[config.mk]
export PLATFORM = sky130hd
export DESIGN_NAME = dsc_serial_cmd
export DESIGN_NICKNAME = d
export VERILOG_FILES = /design/src/include/dsc_pkg.sv /design/src/design/dsc_serial_cmd.sv
export SDC_FILE = /design/constraint.sdc
export NUM_CORES = 1
export LEC_CHECK = 0
export BUFFER_PORTS_ARGS = -buffer_cell sky130_fd_sc_hd__buf_2
export CAP_MARGIN = 20
export CORE_ASPECT_RATIO = 0.5
export CORE_MARGIN = 4
export CORE_UTILIZATION = 45
export CTS_CLUSTER_SIZE = 20
export DETAILED_ROUTE_END_ITERATION = 7
export GPL_TIMING_DRIVEN = 0
export PLACE_DENSITY = 0.69
export SLEW_MARGIN = 20
export SYNTH_ARGS = -nofsm -noshare
export SYNTH_HDL_FRONTEND = slang
export SYNTH_SLANG_ARGS = --single-unit
export TNS_END_PERCENT = 10
[constraint.sdc]
create_clock -name clk -period 2.6 [get_ports clk]
set_clock_uncertainty 0.2 [all_clocks]
set_input_delay 0.26 -clock clk [delete_from_list [all_inputs] [get_ports clk]]
set_output_delay 0.26 -clock clk [all_outputs]
set_load 0.02 [all_outputs]
[src/include/dsc_pkg.sv]
package dsc_pkg;

    // ==========================================
    // Packet and command word layout
    localparam int PKT_BITS = 17;
    localparam int WORD_BITS = 16;
    localparam int OPC_MSB = 15;
    localparam int OPC_LSB = 10;
    localparam int DIR_BIT = 8;
    localparam int SIZE_MSB = 7;
    localparam int SIZE_LSB = 6;
    localparam int CLASS_BIT = 3;
    localparam int REGNUM_MSB = 2;

    // ==========================================
    // Operation codes (bits 15:10)
    localparam logic [5:0] OPC_NULL = 6'h00;
    localparam logic [5:0] OPC_RESUME = 6'h03;
    localparam logic [5:0] OPC_MEM = 6'h06;
    localparam logic [5:0] OPC_BLOCK = 6'h07;
    localparam logic [5:0] OPC_CPU_REG = 6'h08;
    localparam logic [5:0] OPC_CTRL_REG = 6'h0a;
    localparam logic [5:0] OPC_DEBUG_REG = 6'h0b;

    localparam logic [1:0] SIZE_BYTE = 2'h0;
    localparam logic [1:0] SIZE_WORD = 2'h1;
    localparam logic [1:0] SIZE_LONG = 2'h2;

    // ==========================================
    // Response packets
    localparam logic [16:0] RESP_DONE = 17'h0ffff;
    localparam logic [16:0] RESP_NOT_READY = 17'h10000;
    localparam logic [16:0] RESP_BUS_ERROR = 17'h10001;
    localparam logic [16:0] RESP_ILLEGAL = 17'h1ffff;

    // ==========================================
    // Register access kinds
    localparam logic [1:0] KIND_CPU = 2'h0;
    localparam logic [1:0] KIND_CTRL = 2'h1;
    localparam logic [1:0] KIND_DEBUG = 2'h2;

    // ==========================================
    // Timing
    localparam int CLK_PERIOD_NS = 5;
    localparam int RECOVERY_CYCLES = 8;

    // ==========================================
    // Wishbone register map
    localparam logic [3:0] ADDR_CONTROL = 4'h0;
    localparam logic [3:0] ADDR_STATUS = 4'h4;
    localparam logic [3:0] ADDR_POINTER = 4'h8;
    localparam logic [31:0] CONTROL_RESET = 32'h0000_0001;
    localparam int CTRL_ENABLE_BIT = 0;

    typedef enum logic [1:0] {
        ST_CMD = 2'b00,
        ST_EXT = 2'b01,
        ST_EXEC = 2'b11,
        ST_RES = 2'b10
    } dsc_state_type;

endpackage

[src/design/dsc_serial_cmd.sv]
`timescale 1ns/1ps

// Function
// - Command is opcode word plus extension words
// - Decode opcode, direction, size, class, register fields
// - Direction one reads out, zero writes in
// - Size selects byte, word, long; 11 reserved
// - Addresses two words; immediates one or two
// - Multi-word values arrive most significant first
// - Class bit picks address or data register
// - Each exchange is one 17-bit full-duplex transfer
// - New command transfer returns previous low result
// - After command word: not-ready, or illegal code
// - Non-memory commands finish within eight clocks
// - Memory read starts after low address transfer
// - Transfers during access get not-ready
// - Long and register read results in two transfers after access completes; byte and word in one
// - Bus error returns error status instead
// - Memory commands steal bus cycles, no halt
// - Null and debug read run in parallel
// - Block commands continue from previous address
// - Null command has no effect
// - Resume restarts execution from current counter
// - Bit 16 is status; 0FFFF means done
// - Serial clock sampled as enable each edge
module dsc_serial_cmd
    import dsc_pkg::*;
(
    input wire logic clk,
    input wire logic sys_rst,
    input wire logic clk_en,
    input wire logic host_serial_clock,
    input wire logic host_serial_in,
    output logic host_serial_out,
    input wire logic cpu_halted,
    output logic resume_pulse,
    output logic mem_req,
    output logic mem_we,
    output logic [1:0] mem_size,
    output logic [31:0] mem_addr,
    output logic [31:0] mem_wdata,
    input wire logic [31:0] mem_rdata,
    input wire logic mem_ack,
    input wire logic mem_err,
    output logic reg_req,
    output logic reg_we,
    output logic [1:0] reg_kind,
    output logic [15:0] reg_addr,
    output logic [31:0] reg_wdata,
    input wire logic [31:0] reg_rdata,
    input wire logic reg_ack,
    input wire logic wb_cyc_i,
    input wire logic wb_stb_i,
    input wire logic wb_we_i,
    input wire logic [3:0] wb_adr_i,
    input wire logic [3:0] wb_sel_i,
    input wire logic [31:0] wb_dat_i,
    output logic [31:0] wb_dat_o,
    output logic wb_ack_o
);

    // ==========================================
    // Serial front end
    logic sclk_s1_r;
    logic sclk_s2_r;
    logic sclk_d_r;
    logic sin_s1_r;
    logic sin_s2_r;
    logic [4:0] bit_cnt_r;
    logic [16:0] rx_r;
    logic [16:0] tx_r;
    logic pkt_done_r;
    logic [15:0] pkt_word_r;
    logic [16:0] resp_r;
    logic sclk_rise;

    assign sclk_rise = sclk_s2_r & ~sclk_d_r;
    assign host_serial_out = tx_r[16];

    always_ff @(posedge clk) begin
        if (sys_rst) begin
            sclk_s1_r <= 1'b0;
            sclk_s2_r <= 1'b0;
            sclk_d_r <= 1'b0;
            sin_s1_r <= 1'b0;
            sin_s2_r <= 1'b0;
        end else if (clk_en) begin
            sclk_s1_r <= host_serial_clock;
            sclk_s2_r <= sclk_s1_r;
            sclk_d_r <= sclk_s2_r;
            sin_s1_r <= host_serial_in;
            sin_s2_r <= sin_s1_r;
        end
    end

    // Clock faster than half our rate would lose edges in the synchroniser
    always_ff @(posedge clk) begin
        if (sys_rst) begin
            bit_cnt_r <= 5'h00;
            rx_r <= 17'h00000;
            tx_r <= RESP_DONE;
            pkt_done_r <= 1'b0;
            pkt_word_r <= 16'h0000;
        end else if (clk_en) begin
            pkt_done_r <= 1'b0;
            if (sclk_rise) begin
                rx_r <= {rx_r[15:0], sin_s2_r};
                tx_r <= {tx_r[15:0], 1'b0};
                if (bit_cnt_r == 5'(PKT_BITS - 1)) begin
                    bit_cnt_r <= 5'h00;
                    pkt_done_r <= 1'b1;
                    pkt_word_r <= {rx_r[14:0], sin_s2_r}; // Host status bit ignored
                end else begin
                    bit_cnt_r <= bit_cnt_r + 5'h01;
                end
            end else if (bit_cnt_r == 5'h00) begin
                tx_r <= resp_r;
            end
        end
    end

    // ==========================================
    // Command sequencer
    dsc_state_type state_r;
    logic [15:0] cmd_r;
    logic [63:0] ext_r;
    logic [2:0] ext_left_r;
    logic issued_r;
    logic [3:0] wait_cnt_r;
    logic [15:0] res_lo_r;
    logic [31:0] ptr_r;
    logic after_read_r;
    logic after_write_r;
    logic res_armed_r;
    logic [31:0] control_r;

    logic [5:0] opc;
    logic [1:0] size;
    logic dir;
    logic [2:0] ext_need;
    logic illegal;
    logic [5:0] c_opc;
    logic [1:0] c_size;
    logic c_dir;
    logic [31:0] step;
    logic [31:0] wr_addr;
    logic [31:0] wr_data;
    logic needs_halt;

    assign opc = pkt_word_r[OPC_MSB:OPC_LSB];
    assign dir = pkt_word_r[DIR_BIT];
    assign size = pkt_word_r[SIZE_MSB:SIZE_LSB];
    assign c_opc = cmd_r[OPC_MSB:OPC_LSB];
    assign c_dir = cmd_r[DIR_BIT];
    assign c_size = cmd_r[SIZE_MSB:SIZE_LSB];

    always_comb begin
        ext_need = 3'h0;
        illegal = 1'b0;
        case (opc)
            OPC_NULL, OPC_RESUME: ext_need = 3'h0;
            OPC_MEM: begin
                // Two address words, then one or two data words on write
                if (dir) begin
                    ext_need = 3'h2;
                end else begin
                    ext_need = (size == SIZE_LONG) ? 3'h4 : 3'h3;
                end
                illegal = (size == 2'h3);
            end
            OPC_BLOCK: begin
                ext_need = (dir || size != SIZE_LONG) ? (dir ? 3'h0 : 3'h1) : 3'h2;
                illegal = (size == 2'h3) || (dir ? !after_read_r : !after_write_r);
            end
            OPC_CPU_REG: ext_need = dir ? 3'h0 : 3'h2;
            OPC_CTRL_REG: ext_need = dir ? 3'h2 : 3'h4;
            OPC_DEBUG_REG: ext_need = dir ? 3'h0 : 3'h2;
            default: illegal = 1'b1;
        endcase
        if (!control_r[CTRL_ENABLE_BIT]) begin
            illegal = 1'b1;
        end
    end

    always_comb begin
        case (c_size)
            SIZE_BYTE: step = 32'h0000_0001;
            SIZE_WORD: step = 32'h0000_0002;
            default: step = 32'h0000_0004;
        endcase
        needs_halt = (c_opc == OPC_CPU_REG) || (c_opc == OPC_RESUME) ||
                     (c_opc == OPC_CTRL_REG) || (c_opc == OPC_DEBUG_REG && !c_dir);
        if (c_opc == OPC_BLOCK) begin
            wr_addr = ptr_r;
        end else if (c_size == SIZE_LONG) begin
            wr_addr = ext_r[63:32];
        end else begin
            wr_addr = ext_r[47:16];
        end
        wr_data = (c_size == SIZE_LONG) ? ext_r[31:0] : {16'h0000, ext_r[15:0]};
    end

    always_ff @(posedge clk) begin
        if (sys_rst) begin
            state_r <= ST_CMD;
            cmd_r <= 16'h0000;
            ext_r <= 64'h0;
            ext_left_r <= 3'h0;
            issued_r <= 1'b0;
            wait_cnt_r <= 4'h0;
            res_lo_r <= 16'h0000;
            resp_r <= RESP_DONE;
            ptr_r <= 32'h0;
            after_read_r <= 1'b0;
            after_write_r <= 1'b0;
            res_armed_r <= 1'b0;
            resume_pulse <= 1'b0;
            mem_req <= 1'b0;
            mem_we <= 1'b0;
            mem_size <= SIZE_BYTE;
            mem_addr <= 32'h0;
            mem_wdata <= 32'h0;
            reg_req <= 1'b0;
            reg_we <= 1'b0;
            reg_kind <= KIND_CPU;
            reg_addr <= 16'h0000;
            reg_wdata <= 32'h0;
        end else if (clk_en) begin
            resume_pulse <= 1'b0;
            case (state_r)
                ST_CMD: begin
                    if (pkt_done_r) begin
                        cmd_r <= pkt_word_r;
                        if (illegal) begin
                            resp_r <= RESP_ILLEGAL;
                        end else begin
                            resp_r <= RESP_NOT_READY;
                            ext_left_r <= ext_need;
                            issued_r <= 1'b0;
                            state_r <= (ext_need == 3'h0) ? ST_EXEC : ST_EXT;
                            if (opc != OPC_NULL) begin
                                after_read_r <= 1'b0;
                                after_write_r <= 1'b0;
                            end
                        end
                    end
                end
                ST_EXT: begin
                    if (pkt_done_r) begin
                        ext_r <= {ext_r[47:0], pkt_word_r};
                        resp_r <= RESP_NOT_READY;
                        ext_left_r <= ext_left_r - 3'h1;
                        if (ext_left_r == 3'h1) begin
                            state_r <= ST_EXEC;
                        end
                    end
                end
                ST_EXEC: begin
                    resp_r <= RESP_NOT_READY;
                    res_armed_r <= 1'b0;
                    if (!issued_r) begin
                        issued_r <= 1'b1;
                        wait_cnt_r <= 4'h0;
                        if (needs_halt && !cpu_halted) begin
                            resp_r <= RESP_BUS_ERROR;
                            state_r <= ST_CMD;
                        end else if (c_opc == OPC_NULL) begin
                            resp_r <= RESP_DONE;
                            state_r <= ST_CMD;
                        end else if (c_opc == OPC_RESUME) begin
                            resume_pulse <= 1'b1;
                            resp_r <= RESP_DONE;
                            state_r <= ST_CMD;
                        end else if (c_opc == OPC_MEM || c_opc == OPC_BLOCK) begin
                            mem_req <= 1'b1;
                            mem_we <= !c_dir;
                            mem_size <= c_size;
                            if (c_dir) begin
                                mem_addr <= (c_opc == OPC_BLOCK) ? ptr_r : ext_r[31:0];
                            end else begin
                                mem_addr <= wr_addr;
                            end
                            mem_wdata <= (c_opc == OPC_BLOCK) ?
                                ((c_size == SIZE_LONG) ? ext_r[31:0] : {16'h0000, ext_r[15:0]}) :
                                wr_data;
                        end else begin
                            reg_req <= 1'b1;
                            reg_we <= !c_dir;
                            reg_wdata <= ext_r[31:0];
                            case (c_opc)
                                OPC_CPU_REG: begin
                                    reg_kind <= KIND_CPU;
                                    reg_addr <= {12'h000, cmd_r[CLASS_BIT], cmd_r[REGNUM_MSB:0]};
                                end
                                OPC_CTRL_REG: begin
                                    reg_kind <= KIND_CTRL;
                                    reg_addr <= c_dir ? ext_r[15:0] : ext_r[47:32];
                                end
                                default: begin
                                    reg_kind <= KIND_DEBUG;
                                    reg_addr <= {12'h000, cmd_r[3:0]};
                                end
                            endcase
                        end
                    end else if (mem_req && (mem_ack || mem_err)) begin
                        mem_req <= 1'b0;
                        ptr_r <= mem_addr + step;
                        after_read_r <= c_dir;
                        after_write_r <= !c_dir;
                        state_r <= ST_CMD;
                        if (mem_err) begin
                            resp_r <= RESP_BUS_ERROR;
                        end else if (!c_dir) begin
                            resp_r <= RESP_DONE;
                        end else if (c_size == SIZE_LONG) begin
                            resp_r <= {1'b0, mem_rdata[31:16]};
                            res_lo_r <= mem_rdata[15:0];
                            state_r <= ST_RES;
                        end else if (c_size == SIZE_BYTE) begin
                            resp_r <= {9'h000, mem_rdata[7:0]};
                        end else begin
                            resp_r <= {1'b0, mem_rdata[15:0]};
                        end
                    end else if (reg_req) begin
                        wait_cnt_r <= wait_cnt_r + 4'h1;
                        if (reg_ack) begin
                            reg_req <= 1'b0;
                            state_r <= ST_CMD;
                            if (reg_we) begin
                                resp_r <= RESP_DONE;
                            end else begin
                                resp_r <= {1'b0, reg_rdata[31:16]};
                                res_lo_r <= reg_rdata[15:0];
                                state_r <= ST_RES;
                            end
                        end else if (wait_cnt_r == 4'(RECOVERY_CYCLES - 2)) begin
                            // Hung register port must not stall the link forever
                            reg_req <= 1'b0;
                            resp_r <= RESP_BUS_ERROR;
                            state_r <= ST_CMD;
                        end
                    end
                end
                ST_RES: begin
                    // A transfer begun before the result landed carried not-ready
                    if (bit_cnt_r == 5'h00 && !sclk_rise) begin
                        res_armed_r <= 1'b1;
                    end
                    if (pkt_done_r && res_armed_r) begin
                        resp_r <= {1'b0, res_lo_r};
                        state_r <= ST_CMD;
                    end
                end
                default: state_r <= ST_CMD;
            endcase
        end
    end

    // ==========================================
    // Wishbone slave
    always_ff @(posedge clk) begin
        if (sys_rst) begin
            control_r <= CONTROL_RESET;
            wb_ack_o <= 1'b0;
            wb_dat_o <= 32'h0;
        end else if (clk_en) begin
            wb_ack_o <= wb_cyc_i && wb_stb_i && !wb_ack_o;
            if (wb_cyc_i && wb_stb_i && !wb_ack_o) begin
                if (wb_we_i && wb_adr_i == ADDR_CONTROL && wb_sel_i[0]) begin
                    control_r[CTRL_ENABLE_BIT] <= wb_dat_i[CTRL_ENABLE_BIT];
                end
                case (wb_adr_i)
                    ADDR_CONTROL: wb_dat_o <= control_r;
                    ADDR_STATUS: wb_dat_o <= {18'h00000, cmd_r[OPC_MSB:OPC_LSB], 4'h0,
                                              after_write_r, after_read_r, state_r};
                    ADDR_POINTER: wb_dat_o <= ptr_r;
                    default: wb_dat_o <= 32'h0;
                endcase
            end
        end
    end

endmodule

==> Word level (Yosys, flattened, before mapping) <==
Index checks and enable logic that the tools add are counted.
{ "op_classes": {"n_eq_ne": 48, "addsub": 4, "reduce_logical": 59, "bitwise": 7, "mux": 110} }
{ "ops": {"columns": ["operator", "count"], "rows": [
  ["$mux 16", 14],
  ["$mux 17", 13],
  ["$mux 32", 5],
  ["$pmux 32 s3", 1],
  ["$pmux 17 s4", 1],
  ["$mux 2", 20],
  ["$ne 2x2->1 const B", 19],
  ["$eq 6x4->1 const B", 6],
  ["$mux 1", 36],
  ["$reduce_and 7->1", 5],
  ["$add 32x32->32", 1],
  ["$eq 6x3->1 const B", 4],
  ["$mux 3", 6],
  ["$reduce_and 9->1", 2],
  ["$reduce_and 4->1", 4],
  ["$reduce_and 3->1", 5],
  ["$reduce_bool 2->1", 7],
  ["$eq 6x2->1 const B", 2],
  ["$logic_not 6->1", 2],
  ["$mux 4", 3],
  ["$pmux 3 s2", 2],
  ["$pmux 3 s4", 1],
  ["$eq 2x2->1 const B", 5],
  ["$ne 5x5->1 const B", 2],
  ["other kinds (29)", 62]
]} }
{ "word_totals": {"out_inout_bits": 155, "reg_bits": 372, "input_bits": 116, "word_cells": 264} }

==> Depth between registers and ports, before layout <==
Gate-level depths: netlist of the first run.
{ "logic_depth": {"ltp_word": 9, "depth_mapped": 11, "ltp_nobuf": 9} }

==> Worst setup path before layout of the first run <==
OpenSTA, ideal clock, no wires.
{ "synth_path": {"path_type": "register -> register", "startpoint": "register cmd_r[6]", "endpoint": "register ptr_r[30]", "path_slack_ps": 76, "t_arrival_ps": 2250, "required_time_ps": 2326, "stages_incl_launch_ff": 12, "setup_time_ps": 74, "cell_sequence": "dfxtp_1 > clkbuf_1 > nor2_1 > ha_1 > inv_1 > fa_1 > nor2b_1 > o2111a_1 > buf_2 > nand3_1 > or3_1 > a31oi_1"} }
{ "synth_via": {"elab_chain_len": 3, "word_cells_on_any_way": 4, "cone_classes": "1 x add/sub; 1 x eq/ne; 1 x mux; 1 x reduce/logical"} }
{ "synth_rtl": {"columns": ["element", "line", "text"], "rows": [
  ["from (decl)", "dsc_serial_cmd.sv:125", "logic [15:0] cmd_r;"],
  ["from (signal assigned)", "dsc_serial_cmd.sv:233", "cmd_r <= pkt_word_r;"],
  ["$eq 2x1->1 or $logic_not 2->1 (tied branches)", "dsc_serial_cmd.sv:186", "case (c_size)"],
  ["$pmux 3 s2 *", "dsc_serial_cmd.sv:186", null],
  ["$add 32x32->32 *", "dsc_serial_cmd.sv:307", "ptr_r <= mem_addr + step;"],
  ["to (signal assigned)", "dsc_serial_cmd.sv:307", null],
  ["to (decl)", "dsc_serial_cmd.sv:131", "logic [31:0] ptr_r;"]
]} }
Mark *: on every way between the ends. The rest lies on a longest branch, timed or not.
A chain may end at the register's enable or synchronous reset.

==> Final worst setup path of the first run <==
{ "layout_path": {"startpoint": "register cmd_r[12]", "endpoint": "register resp_r[14]"} }
{ "layout_via": {"elab_chain_len": 8, "word_cells_on_any_way": 15, "cone_classes": "4 x eq/ne; 5 x mux; 6 x reduce/logical"} }
{ "layout_rtl": {"columns": ["element", "line", "text"], "rows": [
  ["$eq 6x4->1 or $eq 6x2->1 (tied branches)", "dsc_serial_cmd.sv:191, dsc_serial_cmd.sv:270", null],
  ["$logic_or 1x1->1 (2 in a row)", "dsc_serial_cmd.sv:191", "needs_halt = (c_opc == OPC_CPU_REG) || (c_opc == OPC_RESUME) ||"],
  ["$logic_or 1x1->1", "dsc_serial_cmd.sv:192", "(c_opc == OPC_CTRL_REG) || (c_opc == OPC_DEBUG_REG && !c_dir);"],
  ["$logic_and 1x1->1", "dsc_serial_cmd.sv:264", "if (needs_halt && !cpu_halted) begin"],
  ["$mux 17 *", "dsc_serial_cmd.sv:264", null],
  ["$mux 17 *", "dsc_serial_cmd.sv:261", "if (!issued_r) begin"],
  ["$pmux 17 s4 *", "dsc_serial_cmd.sv:230", "case (state_r)"],
  ["to (signal assigned)", "dsc_serial_cmd.sv:316", "resp_r <= {1'b0, mem_rdata[31:16]};"],
  ["to (signal assigned)", "dsc_serial_cmd.sv:320", "resp_r <= {9'h000, mem_rdata[7:0]};"],
  ["to (signal assigned)", "dsc_serial_cmd.sv:322", "resp_r <= {1'b0, mem_rdata[15:0]};"],
  ["to (decl)", "dsc_serial_cmd.sv:74", "logic [16:0] resp_r;"]
]} }
Marked as above.

==> results of run 1 <==
[cells in the final DEF, fill, tap and decap left out, types with 19 or more instances in the layout]
cell type	synthesis	layout
nor2_1	141	138
nand3_1	70	69
buf_2	34	264
and2_1	19	19
a21oi_1	217	217
nand2_1	561	561
dfxtp_1	369	367
a311oi_1	26	23
clkbuf_16	0	37
o21ai_0	62	61
dlygate4sd3_1	0	41
a211oi_1	42	39
buf_4	5	19
clkbuf_1	123	118
mux2i_1	44	44
[timing repair]
action | CTS | global route
buffers inserted | 8 | 3
gates cloned | 1 | 1
hold buffers | 41 | 0
pin swaps | 6 | 6
setup endpoints to repair | 146 | 189
endpoints found under the hold margin | 24 | 0
resized for setup | 31 | 32
[registers in the layout, summed over array words and instances (netlist names), 2 cells and up]
register and count:
ext_r 64, mem_addr 32, mem_wdata 32, ptr_r 32, reg_wdata 32, wb_dat_o 32, resp_r 17, tx_r 17
pkt_word_r 16, reg_addr 16, res_lo_r 16, rx_r 15, cmd_r 13, bit_cnt_r 5, wait_cnt_r 4, ext_left_r 3
mem_size 2, reg_kind 2, state_r 2
[worst min-delay path: stages]
cell and delay, ps:
buf_2 100, o21ai_0 80, a31oi_1 160, o32a_1 140
[layout make-up]
cell class / count / area (sq um) / area share, %
Buffer: 173 / 790 / 3.91
Sequential cell: 369 / 7390 / 36.6
Multi-Input combinational cell: 1504 / 8390 / 41.6
Tap cell: 484 / 606 / 3.00
Inverter: 18 / 67.6 / 0.335
Timing Repair Buffer: 289 / 1690 / 8.37
Clock inverter: 16 / 243 / 1.20
Clock buffer: 48 / 1010 / 4.98
Antenna cell: 1 / 2.50 / 0.0124
[logic make-up (layout without fill, tap and decap cells)]
kind of cell	Yosys count	count (layout)	synth area share [%]
other cells	0	1	0
xor+xnor	30	30	1.60
compound gates	515	515	21.2
simple gates	904	904	23.8
mux	45	45	2.75
fa+ha+maj	10	10	0.807
buf+inv	192	544	4.91
flops	369	369	45.0
[routing by layer]
metal	vias to the layer above	GRT usage, %
met2	929	44.4
li1	7858	-
met4	2	8.76
met3	134	6.70
met1	8041	41.3
met5	-	0
[report_power, final]
part           switching, W  total (W)  internal, W
Combinational      0.000258   0.000392     0.000134
Sequential       0.00000700    0.00567      0.00566
Clock               0.00237    0.00562      0.00325
[worst paths after layout]
| check | slack, ps | depth (start not counted) | end |
|---|---|---|---|
| worst max-delay path | -100 | 7 | resp_r[14] |
| worst min-delay path | 20 | 4 | resp_r[8] |
| worst min register to register | 250 | 2 | mem_wdata[26] |
| worst max register to register | -100 | 7 | resp_r[14] |
[per-stage QoR]
stage / setup TNS [ps] / worst slack, ps / total power [W]
after global placement: -19390 / -664 / 0.00613
after global routing: -2340 / -164 / 0.0120
after detailed placement: -21200 / -680 / 0.00613
final: -751 / -99.2 / 0.0117
after CTS: -5.42 / -5.42 / 0.0117
after floorplan: 0 / 75.9 / 0.00596
==> impl_metrics.tcl, run 1 <==
set metrics [dict create \
    start_util_pct 45.6 \
    path_common_cell "clkbuf_1" \
    maxSlewViolCount 0 \
    grt_overflow 0 \
    chipHeight_microns 143 \
    grt_usage_pct 29.1 \
    core-area_sq_mm 0.0360 \
    yosysTopAreaCell "dfxtp_1" \
    synth_area_leaders "dfxtp_1, nand2_1, a21oi_1" \
    seq_area_frac_synth_pct 45.0 \
    p_leak_nw 7.31 \
    synth_fp_nets 2191 \
    syn_area_per_cell_sq_um 7.95 \
    ys_ff_latch 369 \
    wl_met2_microns 26100 \
    place_area_sq_mm 0.0182 \
    utilization_pct 56.1 \
    cp_slowest_cell "clkbuf_1" \
    hp-class "in -> reg" \
    rr_startpoint "cmd_r[12]" \
    grt_start_max_net_pins 16 \
    ir_drop_uv 364 \
    top_layer "met5" \
    grt_pass1_wl_microns 90300 \
    cts.sinks 369 \
    drtPass1Iterations 6 \
    fin_hold_ws_ps 20.5 \
    violations "setup timing" \
    antenna_found_initial 2 \
    crit_family "compound AO/OA/AOI/OAI gates" \
    h-tree-depth 2 \
    dp_cells 2784 \
    synth_flop_cell "dfxtp_1" \
    gp_congestion 0.977 \
    clkTransAtPathRegs_ps 60 \
    ant_nets 0 \
    io_pins 271 \
    insertion_delay_ps 560 \
    dr.first_iter.drc_count 2168 \
    area_growth_pct 22.9 \
    startpoint_type "register" \
    synth_enable_flop_cells 0 \
    status "finished with violations" \
    relSlewSlack_pct 41.3 \
    port_buffers 235 \
    tightest_slew_ps 880 \
    fmax_ghz 0.370 \
    layout-drive-gt1-share_pct 17.9 \
    drt_wl_total_microns 61100 \
    wl_per_cell_microns 21.0 \
    met1_length_microns 26100 \
    finalNetCount 2517 \
    hold_path_startpoint "reg_rdata[24]" \
    slowest_delay_ps 470 \
    cts_tree "yes" \
    dpl.hpwl_microns 44500 \
    numCtsBuffers 36 \
    netlist_top_cells_count "nand2_1, dfxtp_1, a21oi_1" \
    num_rows 49 \
    crit_type "reg -> reg" \
    hold_viol 0 \
    drc 0 \
    yosys_warnings 0 \
    synth_cell_types 85 \
    wl_met3_microns 6980 \
    clockBufferDepth 3 \
    routed_via_density 5.85 \
    p_per_area_mw_per_mm2 579 \
    setup_viol 12 \
    die_area_sq_mm 0.0398 \
    cts-root-buf "clkbuf_16" \
    fin_crit_sh_pct 104 \
    async_reset_ff_share_pct 0 \
    crit_start "cmd_r[12]" \
    grt_pass1_vias 15200 \
    rsz0062_at_grt "true" \
    drv_cap 0 \
    cp.arrival_ps 2930 \
    period_needed_ps 2700 \
    path_buf_inv 2 \
    critPathCaptureType "register" \
    cp_cell_sequence "clkbuf_1 -> or3_1 -> a211oi_2 -> o211ai_1 -> clkbuf_1 -> a31oi_1 -> o32a_1" \
    die_x_microns 278 \
    synth_cells 2065 \
    setup_slack_ps -99.2 \
    fin_area_sq_mm 0.0202 \
    crit_required_ps 2830 \
    nFillCells 3374 \
    cp_max_fo 10 \
    yosysMostFrequentCell "nand2_1" \
    synth_top_area_share_pct 45.0 \
    syn-cell-area_sq_mm 0.0164 \
    instances_no_fill 2902 \
    vias 17000 \
]
No activity file was read; power rests on OpenSTA's default activity.
==> inputs of run 2 (changes only) <==
--- a/config.mk
+++ b/config.mk
@@ -13,7 +13,7 @@
 export CTS_CLUSTER_SIZE = 20
 export DETAILED_ROUTE_END_ITERATION = 7
 export GPL_TIMING_DRIVEN = 0
-export PLACE_DENSITY = 0.69
+export PLACE_DENSITY = 0.72
 export SLEW_MARGIN = 20
 export SYNTH_ARGS = -nofsm -noshare
 export SYNTH_HDL_FRONTEND = slang
==> run 2 against run 1 <==
  * The run still ends with setup timing left
  * Highest routed layer unchanged
  * Flip-flop and latch count stayed put
  * Largest cell class unchanged
  * Critical endpoint is now ptr_r[30]
  * Cell area is 0.37% lower
  * Largest power group unchanged
  * Maximum frequency is 0.48% higher
  * Final cell count is 0.14% lower
  * Total power is 0.15% lower
  * Combinational power hardly changed
  * First-iteration DRC count is 4.2% lower
  * Setup slack better by 13 ps
  * Global-route usage is 0.22 points higher
  * Count of clock-buffer cells in the layout is 2 lower
  * Sequential power hardly changed
  * Utilization is 0.21 points lower
==> impl_metrics.tcl, run 2 (same netlist as run 1, synthesis figures left out) <==
set metrics [dict create \
    status "finished with violations" \
    violations "setup timing" \
    startpoint_type "register" \
    hold_path_startpoint "reg_rdata[24]" \
    grt_pass1_wl_microns 91500 \
    cts-root-buf "clkbuf_16" \
    ant_nets 0 \
    finalNetCount 2515 \
    cts.sinks 369 \
    gp_congestion 0.944 \
    setup_slack_ps -86.2 \
    routed_via_density 5.81 \
    rsz0062_at_grt "true" \
    fmax_ghz 0.372 \
    area_growth_pct 22.4 \
    r2r_end "ptr_r[30]" \
    p_per_area_mw_per_mm2 580 \
    num_rows 49 \
    drt_wl_total_microns 61000 \
    power_w 0.0117 \
    drtPass1Iterations 6 \
    numCtsBuffers 35 \
    io_pins 271 \
    h-tree-depth 2 \
    antenna_found_initial 3 \
    final_cell_mix "nand2_1, dfxtp_1, buf_2" \
    fin_area_sq_mm 0.0201 \
    ir_drop_uv 388 \
    core-area_sq_mm 0.0360 \
    hold_depth 4 \
    setup-tns-final_ps -93.0 \
    dpl.hpwl_microns 44900 \
    hold_viol 0 \
    cts_tree "yes" \
    port_buffers 235 \
    p_leak_nw 7.25 \
    tightest_slew_ps 1100 \
    crit_type "reg -> reg" \
    cp_max_fo 5 \
    clockBufferDepth 3 \
    maxSlewViolCount 0 \
    drc 0 \
    place_area_sq_mm 0.0182 \
    start_util_pct 45.6 \
    relSlewSlack_pct 26.2 \
    critPathCaptureType "register" \
    final_common_cell "nand2_1" \
    reg2reg_slack_ps -90 \
    drv_cap 0 \
    top_register "ext_r" \
    cp.arrival_ps 2950 \
    chipHeight_microns 143 \
    hp-class "in -> reg" \
    largest_reg_flops 64 \
    dr.first_iter.drc_count 2076 \
    r2r_cells 11 \
    grt_usage_pct 29.3 \
    grt_start_max_net_pins 16 \
    nFillCells 3335 \
    vias 16800 \
    period_needed_ps 2690 \
    fin_hold_ws_ps 12.7 \
    die_area_sq_mm 0.0398 \
    rr_startpoint "cmd_r[6]" \
    insertion_delay_ps 560 \
    wl_per_cell_microns 21.1 \
    fin_crit_sh_pct 103 \
    die_x_microns 278 \
    setup_viol 2 \
    grt_pass1_vias 15400 \
    crit_required_ps 2870 \
    clkTransAtPathRegs_ps 70 \
    grt_overflow 0 \
    hold_end "resp_r[8]" \
    layout-drive-gt1-share_pct 17.7 \
]
[run 2: power by group]
group	internal, W	total [W]	switching (W)
clock network	0.00322	0.00560	0.00239
registers	0.00566	0.00567	0.00000712
logic	0.000131	0.000391	0.000260
[run 2: final cells by class]
| type | count | area, sq um | area share, % |
|---|---|---|---|
| Clock inverter | 14 | 243 | 1.21 |
| Multi-Input combinational cell | 1504 | 8350 | 41.5 |
| Buffer | 174 | 798 | 3.97 |
| Timing Repair Buffer | 287 | 1660 | 8.26 |
| Sequential cell | 369 | 7390 | 36.8 |
| Clock buffer | 46 | 987 | 4.91 |
| Antenna cell | 2 | 5.00 | 0.0249 |
| Tap cell | 484 | 606 | 3.01 |
| Inverter | 18 | 67.6 | 0.336 |
[run 2: per-layer routing]
metal	share of wire [%]	track usage (%)
met5	0.044	0
met4	2.4	7.41
met3	10	5.85
met2	44	46.2
met1	43	41.5
[run 2: through the flow]
step           utilization [%]  std cells  setup WS (ps)
2_1_floorplan                -       2065           75.9
3_3_place_gp              50.6       2784           -721
3_5_place_dp              50.6       2784           -803
4_1_cts                   55.4       2888          -57.7
5_1_grt                   55.9       2897           -173
6_report                  55.9       2898          -86.2
[run 2: what timing repair did]
item	CTS	global route
hold buffers	38	0
buffers inserted	5	8
pin swaps	6	7
resized for setup	28	28
endpoints found under the setup margin	82	187
gates cloned	1	0
hold endpoints to repair	21	0
[run 2: critical path, stage by stage, from the launching register on]
cell and delay [ps]:
dfxtp_4 380, clkbuf_16 170, nor2_4 100, ha_4 150, inv_2 40, fa_2 410
nor2b_4 170, o2111a_2 250, buf_6 140, nand3_2 80, or3_1 360, a31oi_1 150
[run 2: how the worst max path moves through the flow]
| stage | start | to | cells after the start |
|---|---|---|---|
| floorplan | cmd_r[6] | ptr_r[30] | 11 |
| global placement | cmd_r[6] | ptr_r[25] | 10 |
| detailed placement | cmd_r[6] | ptr_r[27] | 10 |
| CTS | cmd_r[6] | ptr_r[30] | 11 |
| global route | cmd_r[6] | ptr_r[30] | 11 |
| finish | cmd_r[6] | ptr_r[30] | 11 |
==> inputs of run 3 (changes only) <==
--- a/config.mk
+++ b/config.mk
@@ -9,11 +9,11 @@
 export CAP_MARGIN = 20
 export CORE_ASPECT_RATIO = 0.5
 export CORE_MARGIN = 4
-export CORE_UTILIZATION = 45
+export CORE_UTILIZATION = 51
 export CTS_CLUSTER_SIZE = 20
 export DETAILED_ROUTE_END_ITERATION = 7
 export GPL_TIMING_DRIVEN = 0
-export PLACE_DENSITY = 0.72
+export PLACE_DENSITY = 0.79
 export SLEW_MARGIN = 20
 export SYNTH_ARGS = -nofsm -noshare
 export SYNTH_HDL_FRONTEND = slang
==> constraint.sdc (replaced) <==
create_clock -name clk -period 2.3 [get_ports clk]
set_clock_uncertainty 0.2 [all_clocks]
set_input_delay 0.23 -clock clk [delete_from_list [all_inputs] [get_ports clk]]
set_output_delay 0.23 -clock clk [all_outputs]
set_load 0.02 [all_outputs]
==> run 3 against run 2 <==
  * The run still ends with setup timing left
  * Final cell count fell by 1.4%
  * Routed wire length decreased by 0.42%
  * Via count grew 2.9%
  * Die area down 11%
  * First-iteration DRC count increased by 29%
  * Worst hold slack worse by 13 ps
  * Maximum frequency up 4.5%
  * Sequential share of layout area fell by 0.53 points
  * Utilization grew 8.5 points
  * Cell area rose by 1.5%
  * Non-clock buffer count up 11
  * Critical path depth did not move
  * Critical path type unchanged
  * Largest power group is now the clock network
==> impl_metrics.tcl, run 3 (same netlist as run 1, synthesis figures left out) <==
set metrics [dict create \
    port_buffers 235 \
    critPathCaptureType "register" \
    place_area_sq_mm 0.0182 \
    hold_end "resp_r[8]" \
    num_rows 46 \
    n_antenna_cell 0 \
    insertion_delay_ps 540 \
    grt_usage_pct 32.7 \
    crit_required_ps 2560 \
    core-area_sq_mm 0.0317 \
    register_area_sq_mm 0.00740 \
    rr_startpoint "cmd_r[6]" \
    clkTransAtPathRegs_ps 70 \
    reg2reg_slack_ps -270 \
    drv_cap 0 \
    antenna_found_initial 1 \
    nFillCells 2693 \
    r2r_cells 11 \
    utilization_pct 64.4 \
    setup_slack_ps -271 \
    dpl.hpwl_microns 43600 \
    final_common_cell "nand2_1" \
    dr.first_iter.drc_count 2670 \
    grt_pass1_wl_microns 90200 \
    hold_path_startpoint "reg_rdata[24]" \
    layout-drive-gt1-share_pct 19.2 \
    startpoint_type "register" \
    status "finished with violations" \
    cts_tree "yes" \
    die_x_microns 262 \
    h-tree-depth 2 \
    chipHeight_microns 135 \
    fmax_ghz 0.389 \
    vias 17300 \
    numCtsBuffers 35 \
    area_growth_pct 24.3 \
    clockBufferDepth 3 \
    ant_nets 0 \
    period_needed_ps 2570 \
    cts-root-buf "clkbuf_16" \
    largest_reg_flops 64 \
    cp_max_fo 5 \
    tightest_slew_ps 879 \
    grt_pass1_vias 15900 \
    drt_wl_total_microns 60800 \
    drtPass1Iterations 6 \
    hp-class "in -> reg" \
    gp_congestion 0.963 \
    grt_overflow 0 \
    setup-tns-final_ps -8040 \
    fin_crit_sh_pct 112 \
    power_w 0.0134 \
    cts.sinks 369 \
    final_cell_mix "nand2_1, dfxtp_1, buf_2" \
    hold_viol 0 \
    fin_area_sq_mm 0.0204 \
    ir_drop_uv 443 \
    multiInputGateArea_sq_mm 0.00849 \
    finalNetCount 2526 \
    top_register "ext_r" \
    rsz0062_at_grt "true" \
    die_area_sq_mm 0.0353 \
    cp.arrival_ps 2830 \
    p_per_area_mw_per_mm2 655 \
    r2r_end "ptr_r[30]" \
    p_leak_nw 7.43 \
    drc 0 \
    start_util_pct 51.8 \
    relSlewSlack_pct 41.4 \
    wl_per_cell_microns 21.3 \
    setup_viol 87 \
    maxSlewViolCount 0 \
    crit_type "reg -> reg" \
    grt_start_max_net_pins 17 \
    routed_via_density 6.06 \
    io_pins 271 \
    hold_depth 4 \
    violations "setup timing" \
]
-- run 3: power breakdown --
part | internal [W] | switching [W]
Sequential | 0.00640 | 0.00000827
Combinational | 0.000158 | 0.000297
Clock | 0.00389 | 0.00261
-- run 3: worst max-delay path: stages (launching register included) --
cell       delay (ps)
dfxtp_4           370
clkbuf_16         160
nor2_4            100
ha_4              150
inv_2              40
fa_2              370
nor2b_4           140
o2111a_2          240
buf_6             150
nand3_2            80
or3_1             330
a31oi_1           150
-- run 3: what timing repair did --
action / 4_1_cts / 5_1_grt
hold endpoints to repair: 26 / 0
buffers inserted: 10 / 7
pin swaps: 30 / 16
hold buffers: 46 / 0
resized for setup: 71 / 51
endpoints found under the setup margin: 262 / 262
cloned: 1 / 1
-- run 3: cell type report --
cell class                      instances  share of cell area (%)
Buffer                                172                    4.22
Timing Repair Buffer                  300                    8.76
Inverter                               18                   0.331
Multi-Input combinational cell       1504                    41.6
Clock buffer                           46                    4.95
Sequential cell                       369                    36.2
Clock inverter                         16                    1.29
Tap cell                              432                    2.65
-- run 3: metal layers --
layer | GRT usage [%] | share of wire (%) | vias to the layer above
li1 | - | - | 7841
met1 | 45.3 | 40 | 8188
met2 | 51.2 | 44 | 1119
met3 | 7.18 | 12 | 165
met4 | 10.4 | 3.1 | 2
met5 | 0 | 0.012 | -
-- run 3: worst max path at each step --
stage,start,to,slack (ps),cells past startpoint
floorplan,cmd_r[6],ptr_r[30],-90,11
global placement,cmd_r[6],ptr_r[23],-610,10
detailed placement,cmd_r[6],ptr_r[23],-650,10
CTS,cmd_r[6],ptr_r[30],-290,11
global route,cmd_r[6],ptr_r[27],-320,11
finish,cmd_r[6],ptr_r[30],-270,11
-- run 3: per-stage QoR --
| step | std cells | hold WS, ps | worst slack [ps] |
|---|---|---|---|
| after floorplan | 2065 | 158 | -87.0 |
| after global placement | 2732 | 239 | -608 |
| after detailed placement | 2732 | 243 | -654 |
| after CTS | 2850 | 0.579 | -293 |
| after global routing | 2857 | 24.8 | -323 |
| final | 2857 | 0.0534 | -271 |
